File: src/verilog/ssp_pkg.sv
// Purpose: Shared constants and types for the sensor serial port slave
// Assumes: 100 MHz core clock; host link sampled, not clocked
// Notes: The longest downshift count (DOWN3_CYC) exceeds 32 bits, so they are longint
package ssp_pkg;

  localparam int BYTE_W = 8;
  localparam int ADDR_W = 7;
  localparam int BIT_CNT_W = 3;
  localparam logic [2:0] BIT_LAST = 3'h7;
  localparam int DIR_BIT = 7;
  localparam logic DIR_WRITE = 1'b1;

  localparam logic [6:0] ADDR_MOTION = 7'h02;
  localparam logic [6:0] ADDR_DELTA_Y = 7'h03;
  localparam logic [6:0] ADDR_DELTA_X = 7'h04;
  localparam logic [6:0] ADDR_BURST = 7'h42;
  // Burst streams consecutive addresses from the motion register on
  localparam logic [6:0] ADDR_BURST_FIRST = 7'h02;
  localparam logic [2:0] BURST_LAST = 3'h6;

  localparam real CLK_HZ = 100.0e6;
  localparam real T_DOWN1_S = 0.237;
  localparam real T_DOWN2_S = 8.4;
  localparam real T_DOWN3_S = 504.0;
  localparam longint DOWN1_CYC = longint'(T_DOWN1_S * CLK_HZ);
  localparam longint DOWN2_CYC = longint'(T_DOWN2_S * CLK_HZ);
  localparam longint DOWN3_CYC = longint'(T_DOWN3_S * CLK_HZ);
  localparam int IDLE_CNT_W = 40;

  localparam int FRAME_CNT_W = 24;

  typedef enum {SSP_ST_ADDR, SSP_ST_WDATA, SSP_ST_RDATA, SSP_ST_LOCK} ssp_state_t;
  typedef enum {SSP_PWR_RUN, SSP_PWR_REST1, SSP_PWR_REST2, SSP_PWR_REST3} ssp_pwr_t;

  typedef struct packed {
    logic ncs;
    logic sclk;
    logic mosi;
  } ssp_pins_t;

  // Clock parked high like an idle host, so no false edge follows reset
  localparam ssp_pins_t PINS_IDLE = '{ncs: 1'b1, sclk: 1'b1, mosi: 1'b0};

  typedef struct packed {
    logic wr;
    logic rd;
    logic [6:0] addr;
    logic [7:0] data;
  } ssp_req_t;

endpackage

File: src/verilog/ssp_pwr_mgr.sv
// Purpose: Power-mode downshift timer and frame-gated LED pulses
// Assumes: mot_evt is a one-cycle pulse on core_clk
// Notes: Frame periods per mode are plain defaults
`timescale 1ns/10ps
module ssp_pwr_mgr #(
  parameter longint DOWN1 = ssp_pkg::DOWN1_CYC,
  parameter longint DOWN2 = ssp_pkg::DOWN2_CYC,
  parameter longint DOWN3 = ssp_pkg::DOWN3_CYC,
  parameter logic [23:0] FRAME_RUN = 24'h000400,
  parameter logic [23:0] FRAME_REST1 = 24'h004000,
  parameter logic [23:0] FRAME_REST2 = 24'h040000,
  parameter logic [23:0] FRAME_REST3 = 24'h400000,
  parameter logic [23:0] LED_ON_CYC = 24'h000010
) (
  input wire logic core_clk,
  input wire logic rst,
  input wire logic mot_evt,
  output ssp_pkg::ssp_pwr_t pwr_mode,
  output logic led_on
);

  logic [ssp_pkg::IDLE_CNT_W-1:0] idle_r;
  logic [ssp_pkg::FRAME_CNT_W-1:0] frame_r;
  logic [ssp_pkg::FRAME_CNT_W-1:0] period;
  ssp_pkg::ssp_pwr_t mode_r;

  // Motion restarts the idle clock and returns to full rate
  always_ff @(posedge core_clk or posedge rst)
  begin
    if (rst)
    begin
      idle_r <= '0;
      mode_r <= ssp_pkg::SSP_PWR_RUN;
    end
    else if (mot_evt)
    begin
      idle_r <= '0;
      mode_r <= ssp_pkg::SSP_PWR_RUN;
    end
    else
    begin
      if (idle_r != DOWN3[ssp_pkg::IDLE_CNT_W-1:0])
        idle_r <= idle_r + 1'b1;
      if (idle_r == DOWN3[ssp_pkg::IDLE_CNT_W-1:0])
        mode_r <= ssp_pkg::SSP_PWR_REST3;
      else if (idle_r == DOWN2[ssp_pkg::IDLE_CNT_W-1:0])
        mode_r <= ssp_pkg::SSP_PWR_REST2;
      else if (idle_r == DOWN1[ssp_pkg::IDLE_CNT_W-1:0])
        mode_r <= ssp_pkg::SSP_PWR_REST1;
    end
  end

  always_comb
  begin
    case (mode_r)
      ssp_pkg::SSP_PWR_RUN: period = FRAME_RUN;
      ssp_pkg::SSP_PWR_REST1: period = FRAME_REST1;
      ssp_pkg::SSP_PWR_REST2: period = FRAME_REST2;
      default: period = FRAME_REST3;
    endcase
  end

  // LED lit only for the exposure window at the start of each frame
  always_ff @(posedge core_clk or posedge rst)
  begin
    if (rst)
    begin
      frame_r <= '0;
      led_on <= 1'b0;
    end
    else
    begin
      frame_r <= (frame_r >= period - 1'b1) ? '0 : frame_r + 1'b1;
      led_on <= (frame_r < LED_ON_CYC);
    end
  end

  assign pwr_mode = mode_r;

  chk_motion_run: assert property (@(posedge core_clk) disable iff (rst)
    mot_evt |=> (pwr_mode == ssp_pkg::SSP_PWR_RUN) && (idle_r == '0))
    else $error("Motion did not return to run mode");

  chk_led_gated: assert property (@(posedge core_clk) disable iff (rst)
    led_on |-> $past(frame_r) < LED_ON_CYC)
    else $error("LED lit outside exposure window");

endmodule

File: src/verilog/ssp_slave.sv
// Purpose: Serial port slave, motion alert and power management top
// Assumes: Host pins are asynchronous; core answers reads one cycle later
// Notes: SCLK must stay well below a quarter of core_clk
`timescale 1ns/10ps
module ssp_slave #(
  parameter longint DOWN1 = ssp_pkg::DOWN1_CYC,
  parameter longint DOWN2 = ssp_pkg::DOWN2_CYC,
  parameter longint DOWN3 = ssp_pkg::DOWN3_CYC
) (
  input wire logic core_clk,
  input wire logic rst,
  input wire logic sel_n,
  input wire logic sclk,
  input wire logic mosi,
  output logic miso,
  output logic miso_oe,
  output ssp_pkg::ssp_req_t reg_req,
  input wire logic [7:0] reg_rdata,
  input wire logic mot_evt,
  output logic motion_n,
  output ssp_pkg::ssp_pwr_t pwr_mode,
  output logic led_on
);

  ssp_pkg::ssp_pins_t pins_m, pins_s;
  logic sclk_d, sclk_rise, sclk_fall, desel, byte_done;
  logic [7:0] rx_byte, rx_sh_r, tx_sh_r;
  logic [2:0] bit_cnt_r, bcnt_r;
  logic [6:0] addr_r;
  logic burst_r, load_r, miso_r;
  ssp_pkg::ssp_state_t st_r;
  ssp_pkg::ssp_req_t req_r;
  logic motion_n_r, rd_y_r, rd_x_r;
  logic y_now, x_now, wr_mot, mot_clr;

  // Two stages before any use; only the second stage is read
  always_ff @(posedge core_clk or posedge rst)
  begin
    if (rst)
    begin
      pins_m <= ssp_pkg::PINS_IDLE;
      pins_s <= ssp_pkg::PINS_IDLE;
      sclk_d <= ssp_pkg::PINS_IDLE.sclk;
    end
    else
    begin
      pins_m <= '{ncs: sel_n, sclk: sclk, mosi: mosi};
      pins_s <= pins_m;
      sclk_d <= pins_s.sclk;
    end
  end

  assign desel = pins_s.ncs;
  // Edges count only while selected
  assign sclk_rise = !desel && pins_s.sclk && !sclk_d;
  assign sclk_fall = !desel && !pins_s.sclk && sclk_d;
  assign byte_done = sclk_rise && (bit_cnt_r == ssp_pkg::BIT_LAST) &&
                     (st_r != ssp_pkg::SSP_ST_LOCK);
  assign rx_byte = {rx_sh_r[6:0], pins_s.mosi};

  // Transaction sequencing
  always_ff @(posedge core_clk or posedge rst)
  begin
    if (rst)
    begin
      st_r <= ssp_pkg::SSP_ST_ADDR;
      bit_cnt_r <= '0;
      rx_sh_r <= '0;
      addr_r <= '0;
      burst_r <= 1'b0;
      bcnt_r <= '0;
    end
    else if (desel)
    begin
      st_r <= ssp_pkg::SSP_ST_ADDR;
      bit_cnt_r <= '0;
      burst_r <= 1'b0;
      bcnt_r <= '0;
    end
    else if (sclk_rise && st_r != ssp_pkg::SSP_ST_LOCK)
    begin
      bit_cnt_r <= bit_cnt_r + 1'b1;
      rx_sh_r <= rx_byte;
      if (byte_done)
      begin
        case (st_r)
          ssp_pkg::SSP_ST_ADDR:
          begin
            if (rx_byte[ssp_pkg::DIR_BIT] == ssp_pkg::DIR_WRITE)
            begin
              st_r <= ssp_pkg::SSP_ST_WDATA;
              addr_r <= rx_byte[6:0];
            end
            else
            begin
              st_r <= ssp_pkg::SSP_ST_RDATA;
              burst_r <= (rx_byte[6:0] == ssp_pkg::ADDR_BURST);
              addr_r <= (rx_byte[6:0] == ssp_pkg::ADDR_BURST) ?
                        ssp_pkg::ADDR_BURST_FIRST : rx_byte[6:0];
              bcnt_r <= '0;
            end
          end
          ssp_pkg::SSP_ST_WDATA: st_r <= ssp_pkg::SSP_ST_ADDR;
          ssp_pkg::SSP_ST_RDATA:
          begin
            if (!burst_r)
              st_r <= ssp_pkg::SSP_ST_ADDR;
            else if (bcnt_r == ssp_pkg::BURST_LAST)
              st_r <= ssp_pkg::SSP_ST_LOCK;
            else
            begin
              bcnt_r <= bcnt_r + 1'b1;
              addr_r <= addr_r + 1'b1;
            end
          end
          default: st_r <= ssp_pkg::SSP_ST_ADDR;
        endcase
      end
    end
  end

  // Core requests only ever follow host clocking
  always_ff @(posedge core_clk or posedge rst)
  begin
    if (rst)
      req_r <= '0;
    else
    begin
      req_r <= '0;
      if (byte_done && !desel)
      begin
        case (st_r)
          ssp_pkg::SSP_ST_ADDR:
          begin
            if (rx_byte[ssp_pkg::DIR_BIT] != ssp_pkg::DIR_WRITE)
            begin
              req_r.rd <= 1'b1;
              req_r.addr <= (rx_byte[6:0] == ssp_pkg::ADDR_BURST) ?
                            ssp_pkg::ADDR_BURST_FIRST : rx_byte[6:0];
            end
          end
          ssp_pkg::SSP_ST_WDATA:
          begin
            req_r.wr <= 1'b1;
            req_r.addr <= addr_r;
            req_r.data <= rx_byte;
          end
          ssp_pkg::SSP_ST_RDATA:
          begin
            if (burst_r && bcnt_r != ssp_pkg::BURST_LAST)
            begin
              req_r.rd <= 1'b1;
              req_r.addr <= addr_r + 1'b1;
            end
          end
          default: req_r <= '0;
        endcase
      end
    end
  end

  assign reg_req = req_r;

  // Read data shift-out; data is latched after the address byte and after each burst byte but the last
  always_ff @(posedge core_clk or posedge rst)
  begin
    if (rst)
    begin
      load_r <= 1'b0;
      tx_sh_r <= '0;
      miso_r <= 1'b0;
    end
    else
    begin
      load_r <= req_r.rd;
      if (desel)
        miso_r <= 1'b0;
      else if (sclk_fall && st_r == ssp_pkg::SSP_ST_RDATA)
        miso_r <= tx_sh_r[7];
      if (load_r)
        tx_sh_r <= reg_rdata;
      else if (sclk_fall && st_r == ssp_pkg::SSP_ST_RDATA)
        tx_sh_r <= {tx_sh_r[6:0], 1'b0};
    end
  end

  assign miso = miso_r;
  assign miso_oe = !desel;

  // Motion flag; a new event wins over a clear in the same cycle
  assign y_now = req_r.rd && (req_r.addr == ssp_pkg::ADDR_DELTA_Y);
  assign x_now = req_r.rd && (req_r.addr == ssp_pkg::ADDR_DELTA_X);
  assign wr_mot = req_r.wr && (req_r.addr == ssp_pkg::ADDR_MOTION);
  assign mot_clr = wr_mot || ((rd_y_r || y_now) && (rd_x_r || x_now));

  always_ff @(posedge core_clk or posedge rst)
  begin
    if (rst)
    begin
      motion_n_r <= 1'b1;
      rd_y_r <= 1'b0;
      rd_x_r <= 1'b0;
    end
    else if (mot_evt)
    begin
      motion_n_r <= 1'b0;
      rd_y_r <= 1'b0;
      rd_x_r <= 1'b0;
    end
    else if (mot_clr)
    begin
      motion_n_r <= 1'b1;
      rd_y_r <= 1'b0;
      rd_x_r <= 1'b0;
    end
    else
    begin
      rd_y_r <= rd_y_r || y_now;
      rd_x_r <= rd_x_r || x_now;
    end
  end

  assign motion_n = motion_n_r;

  ssp_pwr_mgr #(
    .DOWN1(DOWN1),
    .DOWN2(DOWN2),
    .DOWN3(DOWN3)
  ) u_pwr (
    .core_clk(core_clk),
    .rst(rst),
    .mot_evt(mot_evt),
    .pwr_mode(pwr_mode),
    .led_on(led_on)
  );

  chk_miso_hiz: assert property (@(posedge core_clk) disable iff (rst)
    (desel && $past(desel)) |-> !miso_oe && !miso && !sclk_rise && !sclk_fall)
    else $error("Port active while deselected");

  chk_deselect_abort: assert property (@(posedge core_clk) disable iff (rst)
    $rose(desel) |=> st_r == ssp_pkg::SSP_ST_ADDR && bit_cnt_r == '0 && !burst_r)
    else $error("Deselect did not reset the port");

  chk_slave_only: assert property (@(posedge core_clk) disable iff (rst)
    (reg_req.rd || reg_req.wr) |-> $past(sclk_rise) && !$past(desel))
    else $error("Request without host clocking");

  chk_write_dir: assert property (@(posedge core_clk) disable iff (rst)
    reg_req.wr |-> $past(st_r) == ssp_pkg::SSP_ST_WDATA && reg_req.data == $past(rx_byte))
    else $error("Write not formed from data byte");

  chk_burst_lock: assert property (@(posedge core_clk) disable iff (rst)
    st_r == ssp_pkg::SSP_ST_LOCK |=> !reg_req.rd && !reg_req.wr && !$changed(bit_cnt_r))
    else $error("Port used before deselect ended burst");

  chk_miso_fall: assert property (@(posedge core_clk) disable iff (rst)
    ($changed(miso) && !desel && !$past(desel)) |-> $past(sclk_fall))
    else $error("MISO changed off a falling edge");

  chk_motion_set: assert property (@(posedge core_clk) disable iff (rst)
    mot_evt |=> !motion_n ##1 (!motion_n || $past(mot_clr)))
    else $error("Motion alert not raised");

  chk_motion_clear: assert property (@(posedge core_clk) disable iff (rst)
    (wr_mot && !mot_evt) |=> motion_n && !rd_y_r && !rd_x_r)
    else $error("Motion write did not clear alert");

  chk_read_load: assert property (@(posedge core_clk) disable iff (rst)
    reg_req.rd |=> ##1 tx_sh_r == $past(reg_rdata))
    else $error("Read data not latched");

endmodule
File: config.mk
export PLATFORM = sky130hd
export DESIGN_NAME = ssp_slave
export DESIGN_NICKNAME = d
export VERILOG_FILES = /design/src/verilog/ssp_pkg.sv /design/src/verilog/ssp_pwr_mgr.sv /design/src/verilog/ssp_slave.sv
export SDC_FILE = /design/constraint.sdc
export NUM_CORES = 1
export LEC_CHECK = 0
export BUFFER_PORTS_ARGS = -buffer_cell sky130_fd_sc_hd__clkbuf_2
export CAP_MARGIN = 0
export CORE_ASPECT_RATIO = 0.6
export CORE_MARGIN = 3
export CORE_UTILIZATION = 55
export CTS_CLUSTER_SIZE = 25
export DETAILED_ROUTE_END_ITERATION = 10
export GPL_TIMING_DRIVEN = 0
export PLACE_DENSITY = 0.77
export SKIP_CTS_REPAIR_TIMING = 1
export SLEW_MARGIN = 30
export SYNTH_ARGS = -nofsm -noshare
export SYNTH_HDL_FRONTEND = slang
export SYNTH_SLANG_ARGS = --single-unit
File: constraint.sdc
create_clock -name core_clk -period 5.2 [get_ports core_clk]
set_clock_uncertainty 0.15 [all_clocks]
set_input_delay 0.26 -clock core_clk [delete_from_list [all_inputs] [get_ports core_clk]]
set_output_delay 0.26 -clock core_clk [all_outputs]
set_load 0.02 [all_outputs]
Yosys cells after proc, flatten, opt, wreduce, memory -nomap -nowiden
Index checks and enable logic that the tools add are counted.
- $add $sub $neg: 6
- multipliers: 0
- divide/modulo/power cells: 0
- $lt $le $gt $ge: 2
- equality and inequality tests: 24
- shift operators: 0
- mux-type cells: 51
- bitwise gates (word level): 1
- reduce and logical (&&, ||, !) cells: 37
- operator list (kind ; count):
    $mux W32 ; 9
    $mux W40 ; 2
    $pmux W23 S3 ; 1
    $eq A32 B1 Y1 const B ; 2
    $eq A32 B2 Y1 const B ; 2
    $logic_not A32 Y1 ; 2
    $pmux W32 S2 ; 1
    $add A40 B1 Y40 const B ; 1
    $eq A40 B25 Y1 const B ; 1
    $eq A40 B30 Y1 const B ; 1
    $eq A40 B36 Y1 const B ; 1
    $mux W8 ; 5
    $ne A40 B36 Y1 const B ; 1
    $eq A32 B3 Y1 const B ; 1
    $ne A32 B3 Y1 const B ; 1
    $mux W7 ; 4
    $add A24 B1 Y24 const B ; 1
    $ge A24 B24 Y1 ; 1
    $lt A24 B5 Y1 const B ; 1
    $mux W24 ; 1
    $mux W3 ; 8
    $sub A23 B1 Y24 const B ; 1
    $pmux W7 S3 ; 1
    $mux W17 ; 1
    25 further kinds ; 71
- register bits after elaboration: 187
- latch bits: 0
- RAM bits: 0
- memory bits (read-only): 0
- bits of input ports: 14
- output and inout bits: 53
- logic and storage cells: 148
- memories: 0

Longest topological paths before layout
Gate-level depths: netlist of the first run.
- depth in word-level cells: 8
- depth in mapped cells: 11
- gate-level depth less buffers: 10

Modules after synthesis
From an unflattened synthesis of the first run, not the netlist that was laid out.
- cell total of the unflattened synthesis: 673
- area, all modules: 6632.6 um^2
- by module, submodules not included (module ; instances ; cells an instance ; area an instance (um^2) ; sequential area each (um^2)):
    ssp_pwr_mgr ; 1 ; 431 ; 3946.3 ; 1676.6
    ssp_slave ; 1 ; 242 ; 2686.3 ; 1508.9

Worst setup path after synthesis of the first run
OpenSTA, ideal clock, no wires.
- kind: register -> register
- start point: register u_pwr.mode_r[1] (netlist: u_pwr.pwr_mode[1])
- end point: register u_pwr.frame_r[14] in the netlist's numbering
- library setup time: 121 ps
- arrival: 2163 ps
- data required time: 4929 ps
- setup slack: 2765 ps
- stages on the path, launching flop included: 11
- buffers on the path: 1
- clock period less this slack: 2435 ps
- cells stage by stage: dfrtp_1 nor2_1 inv_1 ha_1 inv_1 ha_1 nand4_1 or4_1 o211ai_1 buf_2 nor2_1
- longest elaborated chain between the ends: 5
- elaborated cells on any way between the ends: 7
- those cells by class: add/sub (1); order compare (1); eq/ne (2); mux (2); reduce/logical (1)
- ends and longest elaborated chain (element ; RTL line ; source):
    from (decl) ; ssp_pwr_mgr.sv:25 ; ssp_pkg::ssp_pwr_t mode_r;
    from (signal assigned) ; ssp_pwr_mgr.sv:33 ; mode_r <= ssp_pkg::SSP_PWR_RUN;
    from (signal assigned) ; ssp_pwr_mgr.sv:38 ; mode_r <= ssp_pkg::SSP_PWR_RUN;
    from (signal assigned) ; ssp_pwr_mgr.sv:45 ; mode_r <= ssp_pkg::SSP_PWR_REST3;
    $eq A32 B2 Y1, or another cell as far along ; ssp_pwr_mgr.sv:55 ; case (mode_r)
    $pmux W23 S3 (*) ; ssp_pwr_mgr.sv:55 ;
    $sub A23 B1 Y24 (*) ; ssp_pwr_mgr.sv:73 ; frame_r <= (frame_r >= period - 1'b1) ? '0 : frame_r + 1'b1;
    $ge A24 B24 Y1 (*) ; ssp_pwr_mgr.sv:73 ;
    $mux W24 (*) ; ssp_pwr_mgr.sv:73 ;
    to (signal assigned) ; ssp_pwr_mgr.sv:73 ;
    to (decl) ; ssp_pwr_mgr.sv:23 ; logic [ssp_pkg::FRAME_CNT_W-1:0] frame_r;
Every way passes the cells marked *; elsewhere a longest branch is shown, timed or not.
A chain may end at the register's enable or synchronous reset.

Worst setup path in the final report of the first run
- start point: register u_pwr.mode_r[1] (netlist: u_pwr.pwr_mode[1])
- end point: register u_pwr.frame_r[18] in the netlist's numbering
The elaborated chain is that of the path after synthesis.

==> results of run 1 <==
[power groups by stage]
| stage | Sequential (mW) | Combinational (mW) | Clock, mW |
|---|---|---|---|
| global route | 1.07 | 0.223 | 1.34 |
| CTS | 1.06 | 0.192 | 1.29 |
| finish | 1.06 | 0.201 | 1.28 |
| global placement | 1.08 | 0.182 | 0 |
| floorplan | 1.06 | 0.152 | 0 |
| detailed placement | 1.08 | 0.191 | 0 |
[cells in the final DEF (no fill, tap or decap), types with 9 or more instances in the layout]
master | netlist | final
and2_1 | 9 | 9
o21ai_0 | 26 | 26
nor4_1 | 13 | 13
ha_1 | 17 | 17
inv_1 | 16 | 15
xor2_1 | 42 | 42
nand4_1 | 23 | 23
buf_4 | 31 | 31
dlygate4sd3_1 | 0 | 13
xnor2_1 | 11 | 11
dfrtp_1 | 121 | 121
mux2i_1 | 10 | 10
clkbuf_2 | 0 | 36
and3_1 | 15 | 15
conb_1 | 1 | 31
nor3_1 | 10 | 10
clkbuf_1 | 16 | 16
nor2_1 | 82 | 82
nand2_1 | 58 | 58
nand3_1 | 39 | 39
clkbuf_16 | 0 | 17
a21oi_1 | 26 | 26
[cell type report]
type	count	area (um2)	share of cell area [%]
sequential	127	3190	40.4
clock buffer	19	453	5.74
inverter	16	67.6	0.856
multi-input combinational	510	3140	39.7
buffer	52	325	4.12
clock inverter	13	186	2.36
timing repair buffer	50	338	4.28
tap	160	200	2.54
[per-layer routing]
metal | GRT usage (%) | vias up | share of wire, % | wire [um]
li1 | - | 2527 | - | -
met3 | 6.62 | 27 | 8.0 | 1220
met5 | 0 | - | 0 | 0
met2 | 33.6 | 230 | 43 | 6620
met1 | 35.8 | 2652 | 47 | 7190
met4 | 7.91 | 0 | 1.6 | 246
[kinds of logic after synthesis]
kind of cell / Yosys count
AOI/OAI and AO/OA: 82
xor gates and xnor gates: 53
adders and majority gates: 17
buffers and inverters: 68
DFF: 127
muxes: 18
other: 1
and+or+nand+nor: 309
[how the worst min path moves through the flow]
stage | from | to | slack [ns] | cells past startpoint
6_report | pins_m[0] | pins_s[0] | 0.20 | 0
5_1_grt | pins_m[2] | desel | 0.21 | 0
4_1_cts | rst | u_pwr.frame_r[2] | -0.31 | 2
3_5_place_dp | rst | u_pwr.frame_r[4] | 0.13 | 2
3_3_place_gp | pins_m[0] | pins_s[0] | 0.18 | 0
2_1_floorplan | sclk | pins_m[1] | 0.11 | 0
[per-stage QoR]
step	instance area [um2]	std cells	utilization, %	power, mW
finish	7890	947	68.7	2.54
global route	7890	947	68.7	2.63
CTS	7760	934	67.6	2.54
detailed placement	7120	902	62.0	1.27
global placement	7090	901	61.7	1.26
floorplan	6710	705	-	1.21
[registers in the layout (all words and copies together), names as in the netlist, 7 cells and up]
name,count
addr_r,7
reg_req,17
u_pwr.frame_r,24
tx_sh_r,8
rx_sh_r,7
u_pwr.idle_r,40
[worst max-delay path, cell delays in order, from the launching register on]
cell and delay (ns):
dfrtp_1 0.42, nor2_1 0.08, inv_1 0.12, ha_1 0.16, inv_1 0.07, ha_1 0.31
nand4_1 0.09, or4_1 0.43, o211ai_1 0.50, buf_2 0.32, nor2_1 0.08
==> metrics.txt, run 1 <==
outcome=finished clean; fillers=903; Data arrival, critical path=2.98 ns; Fin Hold WS=0.196 ns; Sw Pwr=601 uW; port bufs=36; Post-Route WL=15,300 um; FF-to-FF End=u_pwr.frame_r[18]; Setup crit start=u_pwr.pwr_mode[1]; pwr dens=322 nW/um2; Placer Congestion=0.862; first-pass GRT wire length=25,900 um; # setup viols final=0; mean post-synth cell area=9.77 um2; post-synthesis mux area share=2.88%; Worst VDD drop=0.222 mV; Antenna Nets Post-Route=0; Seq cells post-synth=127; reg-to-reg startpoint=u_pwr.pwr_mode[1]; CTS tree=built; GRT Overall Usage=23.9%; Post-synth EDFFs=0; Yosys top cell by area=dfrtp_1; drt wl/cell=16.1 um; Post-Synthesis Cells=675; register area share after synthesis=48.3%; Synth Area in Simple Gates=25.1%; Max-slew headroom=47.5%; Critical Path End Type=register; Worst-Skew Late Latency=0.41 ns; Synth cell types=69; Worst-Margin Slew=0.780 ns; Sw Ratio=23.7%; GRT overflow=0; largest cells by area after synthesis=dfrtp_1, xor2_1, nor2_1, buf_4, nand2_1; combinational family with the most area after synthesis=simple AND/OR/NAND/NOR gates; Die ar.=13,400 um2; CTS root buf=clkbuf_16; setup slack after layout=2.36 ns; vias in the first global route=5,208; CTS buffer count=17; drt drc=0; Total Neg Setup Slack=0 ns; crit path to=u_pwr.frame_r[18]; CP Max Fanout=10; Max Fclk=352 MHz; Clock transition at path regs=0.06 ns; I/O Pins=67; fin. max-slew vios=0; Starting DRT DRC Count=544; worst hold path type=reg2reg; area fraction in compound gates after synthesis=7.53%; Cell Area, Synth=6600 um2; Tmin final=2.84 ns; Final Cycle Share=54.6%; largest net degree at the start of global routing=84; Die Wd=147 um; Internal Dissipation=1.94 mW; HPWL Detailed=10,700 um; DIE HEIGHT=90.8 um; maximum level of the CTS H-tree=4; final-stage net count=805; Bufs on Longest Clock Path=2; asr flop ratio synth=100%; Reg2Reg Depth=10; reg-to-reg slack, setup=2.36 ns; P_leak=3.68 nW; Main synth FF type=dfrtp_1; layout cells sized above 1=17.0%; part of the power in registers=41.8%; initial antenna violation count=0; yosys synthesis warning count=0; dpl ws=2.43 ns; Via density=5.74; Max Cap Violations=0; adder-cell share of the synthesized area=3.23%; critical path required time=5.34 ns; clk sinks=127; Core Box Area=11,500 um2; cell with the most instances after synthesis=dfrtp_1; post-synthesis xor/xnor area fraction=7.04%; Initial Util=57.4%; Area growth syn-to-layout=19.7%; Synth top cells by count=dfrtp_1, nor2_1, nand2_1; Vias=5,436; DRT Pass-1 Iters=5; # diodes=0; CP startpoint kind=register; combinational share of power=7.9%; top-area cell type share of the netlist area=45.9%; clock power share=50.2%; Rows=30; worst setup path class=reg2reg; final hold vios=0; RSZ-0062 raised after global routing=no
Power figures use the tool's default switching activity.
==> run 2, diff against run 1 <==
==> constraint.sdc (replaced) <==
create_clock -name core_clk -period 2.93 [get_ports core_clk]
set_clock_uncertainty 0.15 [all_clocks]
set_input_delay 0.1465 -clock core_clk [delete_from_list [all_inputs] [get_ports core_clk]]
set_output_delay 0.1465 -clock core_clk [all_outputs]
set_load 0.02 [all_outputs]
==> metrics.txt, run 2 (same netlist as run 1, synthesis figures left out) <==
DRT Pass-1 Iters=5; final-stage net count=809; Worst-Skew Late Latency=0.41 ns; max FFs per register=40; Total Neg Setup Slack=0 ns; # setup viols final=0; reg-to-reg slack, setup=0.28 ns; Tmin final=2.65 ns; GRT Overall Usage=24.5%; Crit path largest cell delay=0.51 ns; P_leak=3.70 nW; Die ar.=13,400 um2; Placer Congestion=0.906; CP Max Fanout=10; Starting DRT DRC Count=485; HPWL Detailed=11,200 um; Final Cycle Share=90.4%; Via density=5.71; port bufs=36; critical path required time=3.09 ns; GRT overflow=0; Area growth syn-to-layout=20.2%; Max Cap Violations=0; most common cell after layout, fill and taps aside=dfrtp_1; Critical Path Slowest Stage Cell=nor3b_2; Post-Layout Cell Count=951; commonest cells after routing, fill and taps aside=dfrtp_1, nor2_1, nand2_1, xor2_1, nand3_1; Vias=5,433; cell area after layout=7930 um2; I/O Pins=67; pwr dens=558 nW/um2; setup slack after layout=0.280 ns; Rows=30; Worst VDD drop=0.404 mV; DIE HEIGHT=90.8 um; cell count after placement=905; sequence of cells on the critical path=buf_2 -> nor3b_2 -> nand3_1 -> nor3_1 -> clkbuf_1 -> a22oi_1 -> o21ai_0; vias in the first global route=5,277; drt drc=0; worst hold path type=in2async; Critical Path End Type=register; Post-Route WL=15,900 um; Clock transition at path regs=0.06 ns; CTS root buf=clkbuf_16; cell family with most CP delay=simple AND/OR/NAND/NOR gates; Post-DP Area=7180 um2; outcome=finished clean; Antenna Nets Post-Route=0; Initial Util=57.4%; first-pass GRT wire length=26,400 um; Max Fclk=377 MHz; fillers=887; # diodes=0; largest net degree at the start of global routing=32; Reg2Reg Depth=7; reg-to-reg startpoint=desel; Data arrival, critical path=2.81 ns; initial antenna violation count=0; drt wl/cell=16.7 um; RSZ-0062 raised after global routing=no; WP buf/inv=2; Worst-Margin Slew=0.897 ns; FF-to-FF End=reg_req[8]; Die Wd=147 um; dpl ws=0.179 ns; maximum level of the CTS H-tree=4; Core Box Area=11,500 um2; CTS tree=built; Fin Hold WS=0.137 ns; Bufs on Longest Clock Path=2; CTS buffer count=17; Max-slew headroom=39.7%; fin. max-slew vios=0; layout cells sized above 1=17.2%; clk sinks=127; final hold vios=0; Biggest register=u_pwr.idle_r; CP startpoint kind=register; worst setup path class=reg2reg
[run 2: cell types whose count changed in the layout (fill, tap and decap cells not counted), sizes merged]
cell | before | now
bufinv | 4 | 3
clkinvlp | 4 | 2
buf | 36 | 40
clkbuf | 72 | 75
inv | 17 | 15
clkinv | 4 | 6
[run 2: worst max-delay path by stage]
stage	start	depth (start not counted)	to
after floorplan	u_pwr.pwr_mode[1]	10	u_pwr.frame_r[14]
final	desel	7	reg_req[8]
after detailed placement	u_pwr.pwr_mode[1]	10	u_pwr.frame_r[19]
after CTS	u_pwr.pwr_mode[1]	10	u_pwr.frame_r[11]
after global routing	bcnt_r[0]	7	addr_r[3]
after global placement	u_pwr.pwr_mode[1]	10	u_pwr.frame_r[4]
[run 2: layer usage]
layer	track usage [%]	vias up	wire, um
li1	-	2534	-
met1	36.4	2675	7400
met2	35.8	200	7060
met3	6.07	24	1220
met4	7.29	0	241
met5	0	-	0
[run 2: layout make-up]
cell class | instances | area [um2] | share of cell area (%)
sequential | 127 | 3190 | 40.2
clock inverter | 10 | 135 | 1.70
timing repair buffer | 54 | 405 | 5.11
tap | 160 | 200 | 2.53
buffer | 52 | 325 | 4.10
clock buffer | 22 | 474 | 5.98
inverter | 16 | 63.8 | 0.805
multi-input combinational | 510 | 3140 | 39.6
[run 2: power breakdown]
part | leakage (nW) | internal [mW] | switching (mW)
sequential | 1.69 | 1.81 | 0.0752
clock | 0.300 | 1.40 | 0.766
combinational | 1.72 | 0.168 | 0.202
total | 3.70 | 3.38 | 1.04
[run 2: worst min-delay path, cell delays in order]
cell and delay, ns:
dlygate4sd3_1 0.53, clkbuf_2 0.12, clkinvlp_4 0.31
[run 2: stage by stage]
stage	total power [mW]	util, %
after floorplan	2.16	-
after global placement	2.23	61.7
after detailed placement	2.26	62.5
after CTS	4.42	67.8
after global routing	4.58	69.0
final	4.43	69.0
